## config.mk

```make
export PLATFORM = sky130hd
export DESIGN_NAME = coherent_read_line_state_update
export DESIGN_NICKNAME = d
export VERILOG_FILES = /design/src/verilog/line_state_pkg.sv /design/src/verilog/line_next_state.sv /design/src/verilog/coherent_read_line_state_update.sv
export SDC_FILE = /design/constraint.sdc
export NUM_CORES = 1
export LEC_CHECK = 0
export BUFFER_PORTS_ARGS = -buffer_cell sky130_fd_sc_hd__buf_2
export CAP_MARGIN = 20
export CORE_MARGIN = 2
export CORE_UTILIZATION = 50
export DETAILED_ROUTE_END_ITERATION = 16
export PLACE_DENSITY_LB_ADDON = 0.08
export SLEW_MARGIN = 40
export SYNTH_ARGS = -nofsm -noshare
export SYNTH_HDL_FRONTEND = slang
export SYNTH_SLANG_ARGS = --single-unit
```

## constraint.sdc

```tcl
create_clock -name clk -period 5.2 [get_ports clk]
set_clock_uncertainty 0.2 [all_clocks]
set_input_delay 0.52 -clock clk [delete_from_list [all_inputs] [get_ports clk]]
set_output_delay 0.52 -clock clk [all_outputs]
set_load 0.02 [all_outputs]
```

## src/verilog/line_state_pkg.sv

```systemverilog
// cache line state types, read opcodes and response fields for the
// coherent read state update block; used by the tracker and its helper
package line_state_pkg;

    // line states; binary codes fixed so a checker can read them raw
    typedef enum logic [2:0] {
        LS_INVALID = 3'h0,
        LS_UNIQUE_CLEAN = 3'h1,
        LS_UNIQUE_DIRTY = 3'h2,
        LS_SHARED_CLEAN = 3'h3,
        LS_SHARED_DIRTY = 3'h4
    } line_state_t;

    // shareable read kinds handled here
    typedef enum logic [1:0] {
        RD_NOT_SHARED_DIRTY = 2'h0,
        RD_SHARED = 2'h1,
        RD_UNIQUE = 2'h2
    } read_kind_t;

    // bit positions of the pair inside the 4-bit read response
    localparam int RESP_SHARED_BIT = 3;
    localparam int RESP_DIRTY_BIT = 2;

    // reset value of the tracked line
    localparam logic [2:0] LINE_RESET = 3'h0;

    // read request as seen when issued
    typedef struct packed {
        read_kind_t kind;
        logic [31:0] addr;
    } read_req_t;

    // response pair from the interconnect
    typedef struct packed {
        logic is_shared;
        logic pass_dirty;
    } read_resp_t;

    // policy: which legal alternative to take instead of the expected one
    typedef struct packed {
        logic snoop_filter;
        logic demote_shared;
        logic drop_clean;
    } policy_t;

endpackage : line_state_pkg

```

## src/verilog/line_next_state.sv

```systemverilog
// pure transition table for one line: start state, read kind, response
// pair and policy in; end state and error flag out
// assumes the caller has already applied any snoop to the start state
`timescale 1ns/1ps
module line_next_state (
    input wire line_state_pkg::line_state_t start,
    input wire line_state_pkg::read_kind_t kind,
    input wire line_state_pkg::read_resp_t resp,
    input wire line_state_pkg::policy_t policy,
    output line_state_pkg::line_state_t end_state,
    output logic illegal
);

    line_state_pkg::line_state_t expected;

    ////////////////////////////////////////////////////////////////////////
    // expected end state
    always_comb begin
        expected = start;
        illegal = 1'b0;
        // pair disallowed for the request kind
        if (kind == line_state_pkg::RD_NOT_SHARED_DIRTY && resp.is_shared && resp.pass_dirty) begin
            illegal = 1'b1;
        end
        if (kind == line_state_pkg::RD_UNIQUE && resp.is_shared) begin
            illegal = 1'b1;
        end
        unique case (start)
            line_state_pkg::LS_INVALID, line_state_pkg::LS_SHARED_CLEAN: begin
                // dirty data passed lands dirty, never clean
                unique case ({resp.is_shared, resp.pass_dirty})
                    2'h0: expected = line_state_pkg::LS_UNIQUE_CLEAN;
                    2'h1: expected = line_state_pkg::LS_UNIQUE_DIRTY;
                    2'h2: expected = line_state_pkg::LS_SHARED_CLEAN;
                    2'h3: expected = line_state_pkg::LS_SHARED_DIRTY;
                endcase
            end
            line_state_pkg::LS_UNIQUE_CLEAN, line_state_pkg::LS_UNIQUE_DIRTY: begin
                // unique lines only accept 00 and stay put
                if (resp.is_shared || resp.pass_dirty) begin
                    illegal = 1'b1;
                end
            end
            line_state_pkg::LS_SHARED_DIRTY: begin
                // dirty ownership kept; unique grant upgrades
                if (resp.pass_dirty || (resp.is_shared && kind == line_state_pkg::RD_UNIQUE)) begin
                    illegal = 1'b1;
                end
                expected = resp.is_shared ? line_state_pkg::LS_SHARED_DIRTY
                                          : line_state_pkg::LS_UNIQUE_DIRTY;
            end
            default: begin
                illegal = 1'b1;
                expected = line_state_pkg::LS_INVALID;
            end
        endcase
    end

    ////////////////////////////////////////////////////////////////////////
    // legal alternative; dirty states are never dropped
    always_comb begin
        end_state = expected;
        if (policy.drop_clean && !policy.snoop_filter &&
            (expected == line_state_pkg::LS_UNIQUE_CLEAN ||
             expected == line_state_pkg::LS_SHARED_CLEAN)) begin
            end_state = line_state_pkg::LS_INVALID;
        end else if (policy.demote_shared) begin
            if (expected == line_state_pkg::LS_UNIQUE_CLEAN) begin
                end_state = line_state_pkg::LS_SHARED_CLEAN;
            end else if (expected == line_state_pkg::LS_UNIQUE_DIRTY) begin
                end_state = line_state_pkg::LS_SHARED_DIRTY;
            end
        end
    end

endmodule : line_next_state

```

## src/verilog/coherent_read_line_state_update.sv

```systemverilog
// tracks the state of one cache line across shareable reads: issue,
// optional snoop while outstanding, response, and later local store
// assumes one outstanding read; all inputs come from logic on clk
//
// What this block does or expects of the interconnect
// interconnect never returns shared plus dirty for not-shared-dirty reads.
// not-shared-dirty from invalid: 00 UC, 01 UD, 10 SC.
// not-shared-dirty from valid lines follows the table of transitions.
// may take shared counterpart, or invalid for clean without filter.
// shared clean line receiving pass dirty ends dirty.
// interconnect may return all four pairs for shared reads.
// shared read from invalid: 00 UC, 01 UD, 10 SC, 11 SD.
// shared read from valid lines follows the table of transitions.
// interconnect keeps is shared low for unique reads.
// interconnect reports clean or dirty with pass dirty for unique reads.
// unique read from invalid: 00 UC, 01 UD.
// unique read from valid lines follows the table of transitions.
// later store to a unique line is applied separately.
// snoop arriving while read outstanding is applied first.
// pass dirty response records write-back responsibility.
`timescale 1ns/1ps
module coherent_read_line_state_update (
    input wire clk,
    input wire rst_n,
    input wire read_issue,
    input wire line_state_pkg::read_req_t read_req,
    input wire resp_valid,
    input wire [3:0] rresp,
    input wire snoop_valid,
    input wire [31:0] snoop_addr,
    input wire line_state_pkg::line_state_t snoop_state,
    input wire store_valid,
    input wire line_state_pkg::policy_t policy,
    output logic busy,
    output line_state_pkg::line_state_t line_state,
    output logic [31:0] line_addr,
    output logic writeback_owed,
    output logic resp_error,
    output logic done
);

    typedef struct packed {
        logic busy;
        line_state_pkg::read_kind_t kind;
        line_state_pkg::line_state_t line;
        logic [31:0] addr;
        logic owed;
        logic err;
        logic done;
    } state_t;

    state_t cur;
    state_t next_cur;
    line_state_pkg::read_resp_t resp;
    line_state_pkg::line_state_t start;
    line_state_pkg::line_state_t computed;
    logic illegal;

    ////////////////////////////////////////////////////////////////////////
    // response pair taken from its bit positions
    assign resp = '{is_shared: rresp[line_state_pkg::RESP_SHARED_BIT],
                    pass_dirty: rresp[line_state_pkg::RESP_DIRTY_BIT]};

    // a snoop landing with the response is folded in before the table
    assign start = (snoop_valid && snoop_addr == cur.addr) ? snoop_state : cur.line;

    line_next_state u_table (
        .start(start),
        .kind(cur.kind),
        .resp(resp),
        .policy(policy),
        .end_state(computed),
        .illegal(illegal)
    );

    ////////////////////////////////////////////////////////////////////////
    // next state
    always_comb begin
        next_cur = cur;
        next_cur.done = 1'b0;
        if (snoop_valid && snoop_addr == cur.addr) begin
            next_cur.line = snoop_state;
            // snoop that strips dirty also takes the write-back duty away
            if (snoop_state != line_state_pkg::LS_UNIQUE_DIRTY &&
                snoop_state != line_state_pkg::LS_SHARED_DIRTY) begin
                next_cur.owed = 1'b0;
            end
        end
        if (cur.busy && resp_valid) begin
            next_cur.busy = 1'b0;
            next_cur.done = 1'b1;
            next_cur.err = illegal;
            // illegal response leaves the line as it stood
            if (!illegal) begin
                next_cur.line = computed;
                if (resp.pass_dirty) begin
                    next_cur.owed = 1'b1;
                end
                if (computed == line_state_pkg::LS_INVALID) begin
                    next_cur.owed = 1'b0;
                end
            end
        end else if (!cur.busy && read_issue) begin
            next_cur.busy = 1'b1;
            next_cur.kind = read_req.kind;
            next_cur.err = 1'b0;
            // new address means a fresh line; old one assumed evicted
            if (read_req.addr != cur.addr) begin
                next_cur.addr = read_req.addr;
                next_cur.line = line_state_pkg::LS_INVALID;
                next_cur.owed = 1'b0;
            end
        end else if (!cur.busy && store_valid) begin
            // store only after completion, as its own step
            if (cur.line == line_state_pkg::LS_UNIQUE_CLEAN ||
                cur.line == line_state_pkg::LS_UNIQUE_DIRTY) begin
                next_cur.line = line_state_pkg::LS_UNIQUE_DIRTY;
                next_cur.owed = 1'b1;
            end
        end
    end

    ////////////////////////////////////////////////////////////////////////
    // state register
    always_ff @(posedge clk or negedge rst_n) begin
        if (!rst_n) begin
            cur <= '0;
            cur.line <= line_state_pkg::line_state_t'(line_state_pkg::LINE_RESET);
        end else begin
            cur <= next_cur;
        end
    end

    assign busy = cur.busy;
    assign line_state = cur.line;
    assign line_addr = cur.addr;
    assign writeback_owed = cur.owed;
    assign resp_error = cur.err;
    assign done = cur.done;

endmodule : coherent_read_line_state_update

```

==> summary.txt <==
Status: completed
Slew headroom: 0.5868
Clock tree sinks: 41
CP Cell Sequence: xnor2_1 > nand4_1 > nor4_4 > nand3_4 > mux2i_4 > o22ai_2 > o22ai_1 > a22o_1
H-tree levels: 2
Initial antenna violation count: 0
VDD IR max: 0.1721 mV
# IOs: 121
Largest net degree at the start of global routing: 42
CTS Hold Buffers Added: 0
Synthesized instance count: 293
Total Routed Length: 6560 um
Final Hold Viols: 0
First-pass GRT wire length: 10,070 um
Final Wtd Congestion: 0.7858
Syn Area/Cell: 10.33 um^2
Compound-cell area share of the yosys netlist: 0.06488
Hold WS: 5.791 ps
Wire per inst: 14.45 um
Most common cell after layout, fill and taps aside: buf_2
Vias: 2,307
First-pass iteration count of the detailed router: 4
Clock transition at the registers of the reported paths: 80 ps
Synthesized net count: 378
Worst slew pin tran: 614.2 ps
Layout cell share with drive strength beyond 1: 0.4617
YS warnings: 0
Cell Rows: 28
Number of routed nets with antenna violations: 0
Sequential share of the synthesized area: 0.3388
RSZ-0062 raised after global routing: false
CTS tree: done
Mapped Area: 0.003028 mm^2
CP max stage delay: 480 ps
Layout area overhead: 16.65%
Initial drt markers: 76
Die ar.: 0.006695 mm^2
Fmax: 362.0 MHz
HPWL Detailed: 5217 um
Max-cap viol count: 0
Starting density of the core: 0.5145
Clk Latency, worst-skew pair: 290 ps
Crit Path Category: reg -> reg
Mux contribution to synthesized area: 0.1545
Crit path launch type: register
Post-CTS sizing: 0
Core area: 0.005886 mm^2
Worst path bufs/invs: 0
Max Buffers Root-to-Sink: 2
Slew Viols, Final: 0
Worst Path Required: 5190 ps
Prevailing post-synth register cell: dfrtp_1
Ys async rst share: 1.000
Synth Area in Adders: 0.01901
Critical-path top delay cell: nor4_4
Most frequent cells in the layout: buf_2 (117), xnor2_1 (61), dfrtp_1 (41), mux2_2 (36), nor2_1 (17)
Pleak: 0.001582 uW
Crit. End Element: register
Die X: 81.82 um
Setup Viol. Count Final: 0
Remaining DRCs: 0
Crit Path Max Fanout: 10
Number of synthesized flops with an enable pin: 0
Power density over the cells: 398.3 mW/mm^2
Die height: 81.82 um
Netlist cell types: 42
Critical Path AT: 2750 ps
Worst min path class: in -> async
Final nets: 463
XOR/XNOR Fraction of Synth Area: 0.1909
#FFs+latches synth: 41
GRT Resource Usage Total: 0.1996
Setup TNS: 0 ps
Crit path max-delay family: simple AND/OR/NAND/NOR gates
CTS Buf Count: 5
Largest family of logic cells by synthesized area: XOR/XNOR gates
Fin crit share: 0.5313
Post-CTS Setup Inserts: 0
Port bufs: 118
Ant. Diodes: 0
Simple-gate share of the synthesized area: 0.1289
Minimum clock period: 2763 ps
Clock root cell: clkbuf_8
Vias/cell: 5.081
Grt ovf: 0
Vias in the first global route: 2,124
logic make-up after synthesis:
family                   count (synthesis)
AO/OA/AOI/OAI                           26
XOR/XNOR                                66
adder cells (fa/ha/maj)                  5
buffers and inverters                   48
flip-flops                              41
multiplexers                            41
AND/OR/NAND/NOR                         66
area by class of cell:
type / instances / area [um^2]
Inverter: 7 / 26.28
Clock inverter: 1 / 7.507
Fill cell: 554 / 2354
Tap cell: 75 / 93.84
Multi-Input combinational cell: 204 / 1702
Sequential cell: 41 / 1026
Timing Repair Buffer: 119 / 600.6
Clock buffer: 7 / 76.32
per-stage QoR:
| stage | cell area, um^2 | instances | power (uW) | utilization | setup WS (ps) |
|---|---|---|---|---|---|
| 5_1_grt | 3532 | 454 | 1504 | 0.6001 | 2304 |
| 3_3_place_gp | 3446 | 446 | 1199 | 0.5855 | 2276 |
| 6_report | 3532 | 454 | 1407 | 0.6001 | 2437 |
| 4_1_cts | 3532 | 454 | 1423 | 0.6001 | 2435 |
| 2_1_floorplan | 3028 | 293 | 1104 | - | 2696 |
| 3_5_place_dp | 3448 | 446 | 1210 | 0.5859 | 2241 |
cell usage after synthesis, drive strengths merged (4+ instances only):
cell type	count	area, um^2
mux2	36	405.4
o21ai	6	30.03
buf	35	262.8
xnor2	61	534.3
nor2	17	63.81
nor2b	5	31.28
dfrtp	41	1026
nand2	8	30.03
nand4	16	100.1
clkbuf	6	22.52
inv	7	26.28
nand3	4	32.53
xor2	5	43.79
mux2i	5	62.56
nor4	4	40.04
a21oi	5	28.78
worst register-to-register path, stage by stage, from the launching register on:
cell     delay, ps
dfrtp_1        430
xnor2_1        200
nand4_1        190
nor4_4         480
nand3_4        260
mux2i_4        280
o22ai_2        230
o22ai_1        190
a22o_1         210
sequential cells by signal (all words and copies together) (netlist names):
signal          count
line_state          3
line_addr          32
writeback_owed      1
cur                 2
resp_error          1
done                1
busy                1
final timing paths:
| check | depth (start not counted) | start | slack [ps] | endpoint |
|---|---|---|---|---|
| worst max-delay path | 8 | line_addr[27] | 2440 | line_state[0] |
| worst min-delay path | 1 | rst_n | 6 | line_addr[21] |
| worst max register to register | 8 | line_addr[27] | 2440 | line_state[0] |
| worst min register to register | 1 | cur[39] | 330 | cur[39] |
| max in group asynchronous | 1 | rst_n | 4420 | line_addr[2] |
| min in group clk | 2 | read_req[32] | 270 | cur[38] |
layer usage:
layer	vias up	track usage	wire [um]
met4	0	0.04500	55
met2	78	0.3154	2976
met5	-	0	0
li1	1148	-	-
met3	5	0.04615	521
met1	1076	0.2784	3007
power breakdown:
part / switching (uW) / leakage, uW / internal (uW)
clock network: 112 / 0.0000385 / 95.1
logic: 350 / 0.00106 / 327
registers: 116 / 0.000487 / 405
total: 579 / 0.00158 / 828
No activity file was read; power rests on OpenSTA's default activity.
